<file path="config.mk">
export PLATFORM = sky130hd
export DESIGN_NAME = timer2_core
export DESIGN_NICKNAME = d
export VERILOG_FILES = /design/src/timer2_pkg.sv /design/src/timer2_fall_detect.sv /design/src/timer2_irq.sv /design/src/timer2_core.sv
export SDC_FILE = /design/constraint.sdc
export NUM_CORES = 1
export LEC_CHECK = 0
export ABC_AREA = 1
export BUFFER_PORTS_ARGS = -buffer_cell sky130_fd_sc_hd__buf_2
export CORE_MARGIN = 3
export CORE_UTILIZATION = 49
export CTS_CLUSTER_DIAMETER = 30
export DETAILED_ROUTE_END_ITERATION = 16
export PLACE_DENSITY = 0.75
export SLEW_MARGIN = 20
export SYNTH_ARGS = -nofsm -noshare
export SYNTH_HDL_FRONTEND = slang
export SYNTH_SLANG_ARGS = --single-unit
export TNS_END_PERCENT = 30
</file>
<file path="constraint.sdc">
create_clock -name hclk -period 1.6 [get_ports hclk]
set_input_delay 0.32 -clock hclk [delete_from_list [all_inputs] [get_ports hclk]]
set_output_delay 0.32 -clock hclk [all_outputs]
set_load 0.02 [all_outputs]
</file>
<file path="src/timer2_pkg.sv">
/*
 * constants, field layouts and carrier types for the second timer block.
 * assumes a 32-bit ahb-lite register bus; registers sit at index * 4.
 */
package timer2_pkg;

   // register indices; byte address is four times the index
   localparam logic [7:0] IDX_CONTROL = 8'hc8;
   localparam logic [7:0] IDX_RELOAD_LOW = 8'hca;
   localparam logic [7:0] IDX_RELOAD_HIGH = 8'hcb;
   localparam logic [7:0] IDX_COUNT_LOW = 8'hcc;
   localparam logic [7:0] IDX_COUNT_HIGH = 8'hcd;
   localparam logic [7:0] IDX_EXTRA = 8'hce;
   localparam logic [7:0] IDX_IRQ_STATUS = 8'hd0;
   localparam logic [7:0] IDX_IRQ_MASK = 8'hd1;

   // address field positions
   localparam int unsigned ADDR_IDX_LSB = 2;
   localparam int unsigned ADDR_IDX_MSB = 9;
   localparam int unsigned ADDR_TOP_LSB = 10;

   // extra control register bits
   localparam int unsigned EXTRA_UPDOWN = 0;
   localparam int unsigned EXTRA_DUAL = 1;

   // interrupt status and mask bits
   localparam int unsigned IRQ_OVF = 0;
   localparam int unsigned IRQ_EXT = 1;
   localparam int unsigned IRQ_W = 2;

   // reset values and counter maximum
   localparam logic [7:0] CONTROL_RESET = 8'h00;
   localparam logic [7:0] EXTRA_RESET = 8'h00;
   localparam logic [15:0] COUNT_RESET = 16'h0000;
   localparam logic [15:0] RELOAD_RESET = 16'h0000;
   localparam logic [15:0] COUNT_MAX = 16'hffff;
   localparam logic [31:0] RDATA_RESET = 32'h0000_0000;

   // ahb-lite encodings
   localparam logic [1:0] HTRANS_NONSEQ = 2'b10;
   localparam logic HRESP_OKAY = 1'b0;

   // control register, bit 7 first
   typedef struct packed {
      logic overflow_flag;
      logic external_event_flag;
      logic rx_baud_select;
      logic tx_baud_select;
      logic external_trigger_enable;
      logic run_control;
      logic counter_select;
      logic capture_reload_select;
   } control_type;

   // latched write address phase
   typedef struct packed {
      logic sel;
      logic [7:0] index;
   } wr_req_type;

   // baud clock pulses handed to the serial port
   typedef struct packed {
      logic rx_tick;
      logic tx_tick;
   } baud_type;

endpackage : timer2_pkg

</file>
<file path="src/timer2_fall_detect.sv">
/*
 * falling edge detector for a pin sampled every clock.
 * assumes the pin is already synchronous to the clock.
 */
`timescale 1ns/100ps
`default_nettype none
module timer2_fall_detect
(
   input wire logic clk,
   input wire logic rst_n,
   input wire logic pin,
   output logic fall
);
   logic prev_q;

   // reset high so a pin held low at start counts as one edge
   always_ff @(posedge clk or negedge rst_n)
   begin
      if (!rst_n)
         prev_q <= 1'b1;
      else
         prev_q <= pin;
   end

   assign fall = prev_q & ~pin;
endmodule : timer2_fall_detect
`default_nettype wire

</file>
<file path="src/timer2_irq.sv">
/*
 * sticky interrupt status with write-one-to-clear and a mask.
 * assumes events are one-cycle pulses; set wins over clear.
 */
`timescale 1ns/100ps
`default_nettype none
module timer2_irq
#(
   parameter int unsigned WIDTH = 2
)
(
   input wire logic clk,
   input wire logic rst_n,
   input wire logic [WIDTH-1:0] event_in,
   input wire logic clear_we,
   input wire logic mask_we,
   input wire logic [WIDTH-1:0] wdata,
   output logic [WIDTH-1:0] status_q,
   output logic [WIDTH-1:0] mask_q,
   output logic irq_q
);
   logic [WIDTH-1:0] status_d;
   logic [WIDTH-1:0] mask_d;

   if (WIDTH < 1)
      $error("timer2_irq needs at least one event");

   for (genvar i = 0; i < WIDTH; i++)
   begin : g_bit
      assign status_d[i] = event_in[i] | (status_q[i] & ~(clear_we & wdata[i]));
   end

   assign mask_d = mask_we ? wdata : mask_q;

   always_ff @(posedge clk or negedge rst_n)
   begin
      if (!rst_n)
      begin
         status_q <= '0;
         mask_q <= '0;
         irq_q <= 1'b0;
      end
      else
      begin
         status_q <= status_d;
         mask_q <= mask_d;
         irq_q <= |(status_d & mask_d);
      end
   end
endmodule : timer2_irq
`default_nettype wire

</file>
<file path="src/timer2_core.sv">
/*
 * second timer: 16-bit counter, capture/reload pair, control flags,
 * serial baud hand-off and sticky interrupts behind an ahb-lite slave.
 * assumes pins synchronous to hclk and a master that idles in data phases.
 */
// Functional notes
// - count visible as high and low byte
// - capture/reload value as two byte registers
// - control register resets to zero, fixed order
// - overflow sets flag; only software clears
// - no overflow flag with baud selects set
// - enabled trigger fall sets external flag
// - external flag requests interrupt; software clears
// - no external interrupt in updown/dual-slope
// - trigger pin acts only when enabled, nonserial
// - capture or reload per select; baud forces reload
// - count clocks or event pin falling edges
`timescale 1ns/100ps
`default_nettype none
module timer2_core
(
   input wire logic hclk,
   input wire logic hresetn,
   input wire logic hsel,
   input wire logic [31:0] haddr,
   input wire logic [1:0] htrans,
   input wire logic hwrite,
   input wire logic [2:0] hsize,
   input wire logic [31:0] hwdata,
   input wire logic hready,
   output logic hreadyout,
   output logic [31:0] hrdata,
   output logic hresp,
   input wire logic event_count_pin,
   input wire logic external_trigger_pin,
   output logic irq,
   output var timer2_pkg::baud_type baud_tick,
   output var timer2_pkg::baud_type baud_source
);
   import timer2_pkg::*;

   control_type ctl_q;
   control_type ctl_d;
   logic [7:0] extra_q;
   logic [7:0] extra_d;
   logic [15:0] count_q;
   logic [15:0] count_d;
   logic [15:0] count_hw;
   logic [15:0] reload_q;
   logic [15:0] reload_d;
   logic [15:0] reload_hw;
   wr_req_type wreq_q;
   logic [31:0] hrdata_q;
   baud_type tick_q;
   baud_type source_q;
   logic [IRQ_W-1:0] irq_status;
   logic [IRQ_W-1:0] irq_mask;
   logic irq_line;

   // bus decode
   wire addr_phase = hsel & hready & htrans[1];
   wire [7:0] addr_idx = haddr[ADDR_IDX_MSB:ADDR_IDX_LSB];
   wire addr_ok = (haddr[31:ADDR_TOP_LSB] == '0) & (haddr[1:0] == 2'b00);
   wire rd_take = addr_phase & ~hwrite;
   wire wr_take = addr_phase & hwrite & addr_ok;
   wire [7:0] wdata = hwdata[7:0];
   wire we_ctl = wreq_q.sel & (wreq_q.index == IDX_CONTROL);
   wire we_rl = wreq_q.sel & (wreq_q.index == IDX_RELOAD_LOW);
   wire we_rh = wreq_q.sel & (wreq_q.index == IDX_RELOAD_HIGH);
   wire we_cl = wreq_q.sel & (wreq_q.index == IDX_COUNT_LOW);
   wire we_ch = wreq_q.sel & (wreq_q.index == IDX_COUNT_HIGH);
   wire we_extra = wreq_q.sel & (wreq_q.index == IDX_EXTRA);
   wire we_clear = wreq_q.sel & (wreq_q.index == IDX_IRQ_STATUS);
   wire we_mask = wreq_q.sel & (wreq_q.index == IDX_IRQ_MASK);

   // register read selection
   logic [7:0] rd_byte;
   always_comb
   begin
      case (addr_idx)
         IDX_CONTROL: rd_byte = ctl_q;
         IDX_RELOAD_LOW: rd_byte = reload_q[7:0];
         IDX_RELOAD_HIGH: rd_byte = reload_q[15:8];
         IDX_COUNT_LOW: rd_byte = count_q[7:0];
         IDX_COUNT_HIGH: rd_byte = count_q[15:8];
         IDX_EXTRA: rd_byte = extra_q;
         IDX_IRQ_STATUS: rd_byte = {{(8-IRQ_W){1'b0}}, irq_status};
         IDX_IRQ_MASK: rd_byte = {{(8-IRQ_W){1'b0}}, irq_mask};
         default: rd_byte = 8'h00;
      endcase
   end
   wire [31:0] rd_word = (rd_take & addr_ok) ? {24'h000000, rd_byte} : RDATA_RESET;

   // pin edges
   logic count_fall;
   logic trig_fall;

   timer2_fall_detect u_count_edge
   (
      .clk(hclk),
      .rst_n(hresetn),
      .pin(event_count_pin),
      .fall(count_fall)
   );

   timer2_fall_detect u_trig_edge
   (
      .clk(hclk),
      .rst_n(hresetn),
      .pin(external_trigger_pin),
      .fall(trig_fall)
   );

   // counting
   wire serial = ctl_q.rx_baud_select | ctl_q.tx_baud_select;
   wire count_tick = ctl_q.run_control & (ctl_q.counter_select ? count_fall : 1'b1);
   wire at_max = (count_q == COUNT_MAX);
   wire ovf_event = count_tick & at_max;
   // trigger only when enabled and not a baud source
   wire trig = trig_fall & ctl_q.external_trigger_enable & ~serial;
   // baud use forces reload regardless of the select
   wire reload_mode = serial | ~ctl_q.capture_reload_select;
   wire capture_evt = trig & ctl_q.capture_reload_select;
   wire reload_evt = (ovf_event & reload_mode) | (trig & ~ctl_q.capture_reload_select);
   wire ovf_set = ovf_event & ~serial;
   wire ext_set = capture_evt | (trig & ~ctl_q.capture_reload_select);
   wire ext_irq_block = extra_q[EXTRA_UPDOWN] | extra_q[EXTRA_DUAL];
   wire [IRQ_W-1:0] irq_events = {ext_set & ~ext_irq_block, ovf_set};

   assign count_hw = reload_evt ? reload_q : (count_tick ? 16'(count_q + 16'h0001) : count_q);
   // software byte writes win over the counter in the same cycle
   assign count_d = {we_ch ? wdata : count_hw[15:8], we_cl ? wdata : count_hw[7:0]};
   assign reload_hw = capture_evt ? count_q : reload_q;
   assign reload_d = {we_rh ? wdata : reload_hw[15:8], we_rl ? wdata : reload_hw[7:0]};
   assign extra_d = we_extra ? wdata : extra_q;

   // hardware set wins over a software clear
   always_comb
   begin
      ctl_d = we_ctl ? control_type'(wdata) : ctl_q;
      ctl_d.overflow_flag = ctl_d.overflow_flag | ovf_set;
      ctl_d.external_event_flag = ctl_d.external_event_flag | ext_set;
   end

   always_ff @(posedge hclk or negedge hresetn)
   begin
      if (!hresetn)
      begin
         ctl_q <= control_type'(CONTROL_RESET);
         extra_q <= EXTRA_RESET;
         count_q <= COUNT_RESET;
         reload_q <= RELOAD_RESET;
      end
      else
      begin
         ctl_q <= ctl_d;
         extra_q <= extra_d;
         count_q <= count_d;
         reload_q <= reload_d;
      end
   end

   // bus side flops; zero wait states
   always_ff @(posedge hclk or negedge hresetn)
   begin
      if (!hresetn)
      begin
         wreq_q <= '0;
         hrdata_q <= RDATA_RESET;
      end
      else
      begin
         wreq_q <= '{sel: wr_take, index: addr_idx};
         hrdata_q <= rd_word;
      end
   end

   // serial port hand-off
   always_ff @(posedge hclk or negedge hresetn)
   begin
      if (!hresetn)
      begin
         tick_q <= '0;
         source_q <= '0;
      end
      else
      begin
         tick_q <= '{rx_tick: ovf_event & ctl_q.rx_baud_select,
                     tx_tick: ovf_event & ctl_q.tx_baud_select};
         source_q <= '{rx_tick: ctl_d.rx_baud_select, tx_tick: ctl_d.tx_baud_select};
      end
   end

   timer2_irq #(.WIDTH(IRQ_W)) u_irq
   (
      .clk(hclk),
      .rst_n(hresetn),
      .event_in(irq_events),
      .clear_we(we_clear),
      .mask_we(we_mask),
      .wdata(wdata[IRQ_W-1:0]),
      .status_q(irq_status),
      .mask_q(irq_mask),
      .irq_q(irq_line)
   );

   assign hreadyout = 1'b1;
   assign hresp = HRESP_OKAY;
   assign hrdata = hrdata_q;
   assign irq = irq_line;
   assign baud_tick = tick_q;
   assign baud_source = source_q;
endmodule : timer2_core
`default_nettype wire

</file>
; ---- Word-level counts from Yosys, hierarchy flattened
; Index checks and enable logic that the tools add are counted.
[word_totals]
reg_bits = 74
input_bits = 76
out_inout_bits = 39
wordCells = 110
[classes]
add_sub_neg = 1
n_eq_ne = 17
muxes = 12
bitwise_logic = 50
n_reduce_logical = 7
[ops]
columns = cell, count
row1 = "== test 8 bit, second input constant", 16
row2 = one-hot mux 8 bit (8 select lines), 1
row3 = 2-to-1 mux 16 bit, 3
row4 = 2-to-1 mux 8 bit, 6
row5 = bitwise AND 1 bit, 32
row6 = logical NOT 22 bit, 1
row7 = "adder 16 x 1 -> 16 bit, second input constant", 1
row8 = "== test 16 bit, second input constant", 1
row9 = bitwise OR 1 bit, 9
row10 = NOT 1 bit, 8
row11 = nonzero test 3 bit, 2
row12 = nonzero test 2 bit, 2
row13 = bitwise AND 2 bit, 1
row14 = logical NOT 2 bit, 1
row15 = 2-to-1 mux 2 bit, 1
row16 = OR reduction 2 bit, 1
row17 = 2-to-1 mux 1 bit, 1

; ---- Longest topological paths before layout
; Gate-level depths: netlist of the first run.
[depth]
depth_word = 10
ltp_mapped = 13
depth_no_buf = 13

; ---- By module
; From an unflattened synthesis of the first run, not the netlist that was laid out.
[unflattened]
cells_unflattened = 623
hier_area_um2 = 4568.1
[by_module_without_submodules]
columns = mod, n_inst, cells_each, area_per_inst_um2, seq_area_each_um2
row1 = timer2_core, 1, 594, 4297.9, 1676.6
row2 = timer2_irq, 1, 23, 197.7, 125.1
row3 = timer2_fall_detect, 2, 3, 36.3, 26.3

; ---- Worst setup path before layout of the first run
; No wires, ideal clock.
[synth_timing]
path_kind = register to register
start = register count_q[0]
end = register count_q[2]
setup_ps = 124
t_arrival_ps = 1467
required_ps = 1476
path_slack_ps = 9
stages_incl_launch_ff = 12
path_buffers = 1
synth_period_minus_slack_ps = 1591
cell_sequence = dfrtp_1 > ha_1 > nand2_1 > nor2_2 > nand2_4 > nor2_4 > nand3_2 > nand2_2 > buf_6 > nand2_1 > nand3_1 > nand3_1
[synth_between]
elab_chain_cells = 6
word_cells_on_any_way = 9
classes_between = add/sub (1) / eq/ne (1) / mux (3) / bitwise (3) / reduce/logical (1)
[synth_lines]
columns = element, line
row1 = start: declaration, timer2_core.sv:46  ; logic [15:0] count_q;
row2 = start signal: assignment, timer2_core.sv:158  ; count_q <= count_d;
row3 = branches (longest 6 deep; another with adder 16 x 1 -> 16 bit), -
; Parallel ways; which one is timed is not known. The select of a mux whose other input is x is not followed.
; A chain may end at the register's enable or synchronous reset.

; ---- Worst setup path in the final report of the first run
[layout_timing]
start = register u_count_edge.prev_q
end = register count_q[8]
[layout_between]
elab_chain_cells = 8
word_cells_on_any_way = 9
classes_between = mux (3) / bitwise (5) / reduce/logical (1)
[layout_lines]
columns = element, line
row1 = start: declaration, timer2_fall_detect.sv:14  ; logic prev_q;
row2 = start signal: assignment, timer2_fall_detect.sv:22  ; prev_q <= pin;
row3 = bitwise AND 1 bit *, timer2_fall_detect.sv:25  ; assign fall = prev_q & ~pin;
row4 = 2-to-1 mux 1 bit *, timer2_core.sv:116  ; wire count_tick = ctl_q.run_control & (ctl_q.counter_select ? count_fall : 1'b1);
row5 = bitwise AND 1 bit *, timer2_core.sv:116
row6 = bitwise AND 1 bit, timer2_core.sv:118  ; wire ovf_event = count_tick & at_max;
row7 = bitwise AND 1 bit, timer2_core.sv:124  ; wire reload_evt = (ovf_event & reload_mode) | (trig & ~ctl_q.capture_reload_select);
row8 = bitwise OR 1 bit, timer2_core.sv:124
row9 = 2-to-1 mux 16 bit, timer2_core.sv:130  ; assign count_hw = reload_evt ? reload_q : (count_tick ? 16'(count_q + 16'h0001) : count_q);
row10 = 2-to-1 mux 8 bit, timer2_core.sv:132  ; assign count_d = {we_ch ? wdata : count_hw[15:8], we_cl ? wdata : count_hw[7:0]};
; Mark *: on every way between the ends. The rest lies on a longest branch, timed or not.

==> results.yml, run 1 <==
run_status:
  run_status: "finished with violations"
  violations: "negative hold slack, negative setup slack"
worst_hold_path:
  hold_class: "primary input to async pin"
die:
  die_x_um: 103
  coreArea_um2: 8930
  placement_rows: 34
  floorplan_die_area_um2: 10600
  floorplan.initialDensity_pct: 51.8
  top_level_ports: 115
  chipHeight_um: 103
flow_run:
  cap_violations: 0
yosys:
  syn_area_per_cell_um2: 7.12
  flop_and_latch_count_out_of_synthesis: 74
  synth_seq_area_share_pct: 40.1
  ys.warnings.count: 0
  synth_cells: 650
  synth.lib_cells_used.distinct: 37
  syn-cell-area_um2: 4630
drt:
  drc_violations: 0
  drtAntennaViolNets: 0
  detailedRoute.firstPassIterationCount: 6
  routed_wl_um: 15000
  first_iter_violations: 383
  num_vias: 4914
  detail_route.wl_per_cell_um: 16.8
  route.detailed.vias_per_inst: 5.50
placement:
  placedCellCount: 873
  dp.final_hpwl_um: 11300
  place_congestion: 0.971
  place_ws_ps: -143
  io_buffers: 60
  placed_area_um2: 5410
grt:
  grt_start_max_net_pins: 75
  globalRoute.totalOverflow: 0
  grt.total_usage_pct: 29.0
  grt_pass1_vias: 4651
  grt_first_pass_wirelength_um: 23300
  antenna_found_initial: 0
finish:
  design.final.nets: 857
  num-fill-cells: 792
  sequential_cell_area_um2: 1860
  post_route_cells_drive_above_1_share_pct: 27.8
  final_cell_mix: "186 x nand2_1, 71 x dfrtp_1, 63 x inv_1, 63 x buf_4, 60 x buf_2"
  num_antenna_cells: 0
  post_route_cell_area_um2: 5910
  final_cells: 893
  syn_to_final_growth_pct: 27.7
  multi_input_area_um2: 2510
  final_common_cell: "nand2_1"
timing:
  timing.hold.ws_ps: -9.99
  setup_viol_count_final: 17
  max_freq_mhz: 578
  period_needed_ps: 1730
  final-hold-violation-count: 3
  final-max-slew-violation-count: 0
  finalCritPeriodShare_pct: 108
  finalWorstSetupSlack_ps: -129
  clock_skew_ps: 11.3
  setup_repair_after_global_routing_missed_its_margin: "yes"
critical_path:
  worst_setup_path_start_kind: "flip-flop"
  crit_type: "flip-flop to flip-flop"
  worstSetupEndpointType: "flip-flop"
  cp_slowest_cell: "dfstp_2"
  worst-r2r-cell-count: 10
  crit-reg2reg-launch: "u_count_edge.prev_q"
  r2r_end: "count_q[8]"
  worstPathCellList: "nand2_1 -> nand2_1 -> nand2_1 -> inv_1 -> nand3_4 -> buf_6 -> nand3_4 -> inv_2 -> nand2_1 -> nand2_1"
  arrival_ps: 1970
  crit_top_cell: "nand2_1"
  crit_required_ps: 1840
  critPathMaxFanout: 6
  ff2ff_setup_slack_ps: -130
  max_stage_delay_ps: 530
cts:
  cts_tree: "done"
  cts.sink_count: 74
  cts_made_buffers: 9
  cts-root-buf: "clkbuf_8"
  count_of_hold_fix_buffers_inserted_at_cts: 0
  cts_htree_levels: 3
  clock_buffer_depth: 2
  path_clk_slew_ps: 90
  clkLatencyLatePin_ps: 360
pwr:
  vdd.ir_drop.worst_uv: 480
  power-per-cell-area_nw_per_um2: 856
  p_leak_nw: 3.04
cells by family (layout without fill, tap and decap cells):
kind of cell	after synthesis	after routing	synth area share [%]
AO/OA/AOI/OAI	74	74	8.89
XOR/XNOR	9	9	1.70
flip-flops	74	74	40.1
adder cells (fa/ha/maj)	1	1	0.270
buffers and inverters	114	224	12.0
other	2	26	0.162
AND/OR/NAND/NOR	376	377	36.9
how the worst max path moves through the flow:
| stage | cells after the start | slack (ps) | end | startpoint |
|---|---|---|---|---|
| 3_5_place_dp | 13 | -140 | count_q[9] | count_q[1] |
| 2_1_floorplan | 11 | 9 | count_q[2] | count_q[0] |
| 5_1_grt | 13 | -230 | count_q[10] | count_q[0] |
| 3_3_place_gp | 13 | -120 | count_q[15] | count_q[0] |
| 6_report | 10 | -130 | count_q[8] | u_count_edge.prev_q |
| 4_1_cts | 13 | -130 | count_q[15] | count_q[1] |
layout make-up:
| cell class | count | share of cell area (%) |
|---|---|---|
| clock inverters | 6 | 1.95 |
| well taps | 108 | 2.29 |
| flip-flops and latches | 74 | 31.4 |
| multi-input cells | 487 | 42.5 |
| repair buffers | 131 | 14.8 |
| clock buffers | 10 | 2.16 |
| inverters | 77 | 4.93 |
layer usage:
metal | vias up | share of wire [%] | global-route usage (%)
met1 | 2321 | 42 | 39.1
met5 | - | 0 | 0
met3 | 48 | 7.9 | 4.16
met2 | 245 | 47 | 47.8
li1 | 2300 | - | -
met4 | 0 | 3.1 | 10.4
worst max-delay path, delay by kind of cell (launching register included):
kind                   cells  cell delay (ps)
AND/OR/NAND/NOR            7              660
buffers and inverters      3              420
flip-flops                 1              530
flip-flops by register name, indices dropped and copies added, names as in the netlist:
name                 flops
u_irq.mask_q             2
count_q                 16
u_irq.status_q           2
u_count_edge.prev_q      1
u_irq.irq_q              1
u_trig_edge.prev_q       1
baud_tick                2
baud_source              2
reload_q                16
extra_q                  8
hrdata                   8
ctl_q                    6
wreq_q                   9
stage by stage:
| step | setup TNS, ps | power (mW) | utilization, % |
|---|---|---|---|
| detailed placement | -2620 | 3.16 | 60.6 |
| finish | -994 | 5.06 | 66.2 |
| global placement | -1610 | 3.14 | 60.6 |
| CTS | -882 | 5.00 | 64.5 |
| floorplan | 0 | 2.69 | - |
| global route | -3160 | 5.27 | 66.2 |
report_power, final:
part	leakage (nW)	switching, mW	internal (mW)
clock	0.117	0.773	1.05
sequential	0.871	0.102	2.00
combinational	2.05	0.677	0.469
total	3.04	1.55	3.51
cells in the mapped netlist (all sizes together):
| library cell | n | area (µm²) |
|---|---|---|
| ha | 1 | 12.5 |
| conb | 2 | 7.51 |
| buf | 35 | 258 |
| o21ai | 54 | 270 |
| a21oi | 1 | 5.00 |
| clkbuf | 2 | 7.51 |
| clkinv | 3 | 11.3 |
| o22ai | 4 | 25.0 |
| nand2 | 206 | 806 |
| xnor2 | 1 | 8.76 |
| nand3 | 76 | 425 |
| o31ai | 1 | 7.51 |
| dfstp | 2 | 52.6 |
| nor3b | 1 | 7.51 |
| o211ai | 9 | 67.6 |
| nor2 | 63 | 277 |
| nor3 | 17 | 113 |
| or2 | 2 | 12.5 |
| xor2 | 8 | 70.1 |
| inv | 74 | 278 |
| dfrtp | 72 | 1800 |
| o21a | 4 | 30.0 |
| a31oi | 1 | 6.26 |
| nand4 | 11 | 68.8 |
timing repair:
| item | 4_1_cts | 5_1_grt |
|---|---|---|
| buffers inserted | 3 | 0 |
| gates resized for setup | 17 | 50 |
| setup endpoints to repair | 25 | 39 |
| cloned | 1 | 0 |
| pin swaps | 6 | 13 |
Power figures use the tool's default switching activity.
==> inputs of run 2 (changes only) <==
- ABC_AREA: 1 -> default
- CORE_UTILIZATION: 49 -> 48
- PLACE_DENSITY: 0.75 -> 0.74
- SKIP_CTS_REPAIR_TIMING: default -> 1
==> run 2 against run 1 <==
Effect of this change: the flow finishes with violations (negative setup slack); largest power group unchanged; sequential power grew 16%; combinational power is 70% higher; first-iteration DRC count decreased by 17%.
==> results.yml, run 2 <==
run_status:
  run_status: "finished with violations"
  violations: "negative setup slack"
cts:
  cts_htree_levels: 3
  cts_tree: "done"
  cts-root-buf: "clkbuf_8"
  clock_buffer_depth: 2
  clkLatencyLatePin_ps: 370
  cts_made_buffers: 9
  path_clk_slew_ps: 90
  cts.sink_count: 74
finish:
  final_common_cell: "buf_4"
  layout_top_registers: "count_q (16), reload_q (16), wreq_q (9)"
  design.final.nets: 679
  final_cell_mix: "81 x buf_4, 70 x dfrtp_1, 59 x buf_2, 41 x nand2_1, 29 x mux2i_1"
  sequential_cell_area_um2: 1860
  num-fill-cells: 687
  syn_to_final_growth_pct: 29.8
  post_route_cells_drive_above_1_share_pct: 39.4
  final_cells: 715
  num_antenna_cells: 0
  multi_input_area_um2: 2460
timing:
  period_needed_ps: 2010
  setup_viol_count_final: 55
  final-hold-violation-count: 0
  finalWorstSetupSlack_ps: -411
  finalCritPeriodShare_pct: 126
  finalSetupTns_ps: -9870
  final-max-slew-violation-count: 0
  setup_repair_after_global_routing_missed_its_margin: "yes"
  max_freq_mhz: 497
  clock_skew_ps: 11.8
critical_path:
  r2r_end: "count_q[8]"
  crit_type: "flip-flop to flip-flop"
  crit_top_cell: "buf_6"
  crit_required_ps: 1870
  worstPathCellList: "ha_4 -> nand4_4 -> or3_4 -> o41ai_4 -> buf_6 -> buf_6 -> a211oi_1 -> o31ai_1"
  path_delay_family: "compound AO/OA/AOI/OAI gates"
  arrival_ps: 2280
  critPathMaxFanout: 7
  worstSetupEndpointType: "flip-flop"
  crit-reg2reg-launch: "count_q[0]"
  worst_setup_path_start_kind: "flip-flop"
  ff2ff_setup_slack_ps: -410
  cp_slowest_cell: "or3_4"
  max_stage_delay_ps: 410
  critical_path_cell_count: 8
  critical_path.n_buffers_inverters: 2
  worst-r2r-cell-count: 8
pwr:
  power_frac_seq_pct: 41.6
  total_switching_power_mw: 2.21
  p_leak_nw: 2.71
  power-per-cell-area_nw_per_um2: 1010
  vdd.ir_drop.worst_uv: 484
  sw_frac_of_total_pct: 38.0
  design_power_total_mw: 5.83
  intPower_mw: 3.62
  power.share.combinational_pct: 33.5
  clock_power_share_pct: 24.9
drt:
  routed_wl_um: 14100
  detailedRoute.firstPassIterationCount: 5
  route.detailed.vias_per_inst: 6.00
  num_vias: 4288
  detail_route.wl_per_cell_um: 19.7
  first_iter_violations: 318
  drc_violations: 0
  drtAntennaViolNets: 0
yosys:
  synth_seq_area_share_pct: 41.7
  synth.lib_cells_used.distinct: 62
  largest_cells_by_area_after_synthesis: "dfrtp_1 41%, mux2i_1 6.5%, mux2_2 4.8%"
  number_of_enable_type_register_cells_in_the_synthesized_netlist: 0
  yosys.cell_count.top_type: "dfrtp_1"
  list_of_most_frequent_post_synthesis_cells: "72 x dfrtp_1, 45 x nand2_1, 30 x nor2_1"
  yosysTopAreaCellShare_pct: 40.5
  synth_cells: 465
  flop_and_latch_count_out_of_synthesis: 74
  syn_area_per_cell_um2: 9.57
  yosys.area.top_type: "dfrtp_1"
  synth-async-reset-ratio_pct: 100
  postSynth.topFlopCell: "dfrtp_1"
  syn-cell-area_um2: 4450
  ys.warnings.count: 0
placement:
  placedCellCount: 689
  place_congestion: 0.958
  place_ws_ps: -447
  io_buffers: 60
  dp.final_hpwl_um: 10300
worst_hold_path:
  hold_ep: "wreq_q[5]"
  hold_class: "primary input to flip-flop"
  hold_path_cells: 1
  worstHoldStart: "haddr[7]"
grt:
  grt_start_max_net_pins: 44
  grt.total_usage_pct: 26.9
  grt_util_met2_pct: 42.6
  globalRoute.totalOverflow: 0
  grt_pass1_vias: 3977
  grt-busiest-layer: "met2"
  grt_first_pass_wirelength_um: 21200
  antenna_found_initial: 0
  grt.met3_usage_pct: 6.35
  met1_usage_pct: 35.2
die:
  floorplan_die_area_um2: 10500
  placement_rows: 34
  chipHeight_um: 102
  floorplan.initialDensity_pct: 50.3
  top_level_ports: 115
  coreArea_um2: 8850
  die_x_um: 102
flow_run:
  cap_violations: 0
[run 2: worst max path at each step]
stage	endpoint	slack, ps	startpoint
finish	count_q[8]	-410	count_q[0]
global route	count_q[6]	-490	count_q[1]
CTS	count_q[5]	-530	count_q[1]
detailed placement	count_q[4]	-450	count_q[1]
global placement	count_q[4]	-420	count_q[1]
floorplan	count_q[1]	-470	count_q[1]
[run 2: cell families after synthesis]
family / count (synthesis) / share of synthesized area, %
buffers and inverters: 60 / 8.61
and+or+nand+nor: 159 / 18.6
AOI/OAI and AO/OA: 107 / 16.5
DFF: 74 / 41.7
adders and majority gates: 1 / 0.281
muxes: 48 / 11.3
xor gates and xnor gates: 14 / 2.76
other: 2 / 0.169
[run 2: power by group through the flow]
| stage | registers (mW) | logic [mW] | clock network (mW) |
|---|---|---|---|
| after floorplan | 2.45 | 1.05 | 0 |
| after global placement | 2.43 | 1.77 | 0 |
| after detailed placement | 2.44 | 1.82 | 0 |
| after CTS | 2.41 | 1.84 | 1.47 |
| after global routing | 2.46 | 2.08 | 1.55 |
| final | 2.43 | 1.95 | 1.45 |
[run 2: stage by stage]
step / hold WS, ps / utilization (%) / area, µm²
floorplan: 24.4 / - / 4600
global placement: 183 / 60.6 / 5370
detailed placement: 190 / 60.6 / 5370
CTS: -219 / 62.8 / 5560
global route: 46.3 / 65.3 / 5780
finish: 63.9 / 65.3 / 5780
[run 2: per-layer routing]
| layer | part of all wire (%) | up-vias |
|---|---|---|
| li1 | - | 1923 |
| met3 | 8.9 | 53 |
| met1 | 39 | 2058 |
| met2 | 48 | 254 |
| met4 | 4.2 | 0 |
| met5 | 0 | - |
[run 2: layout make-up]
class / count / area share, %
multi-input cells: 356 / 42.5
flip-flops and latches: 74 / 32.1
repair buffers: 155 / 19.3
well taps: 108 / 2.34
clock buffers: 9 / 2.14
clock inverters: 7 / 1.15
inverters: 6 / 0.390
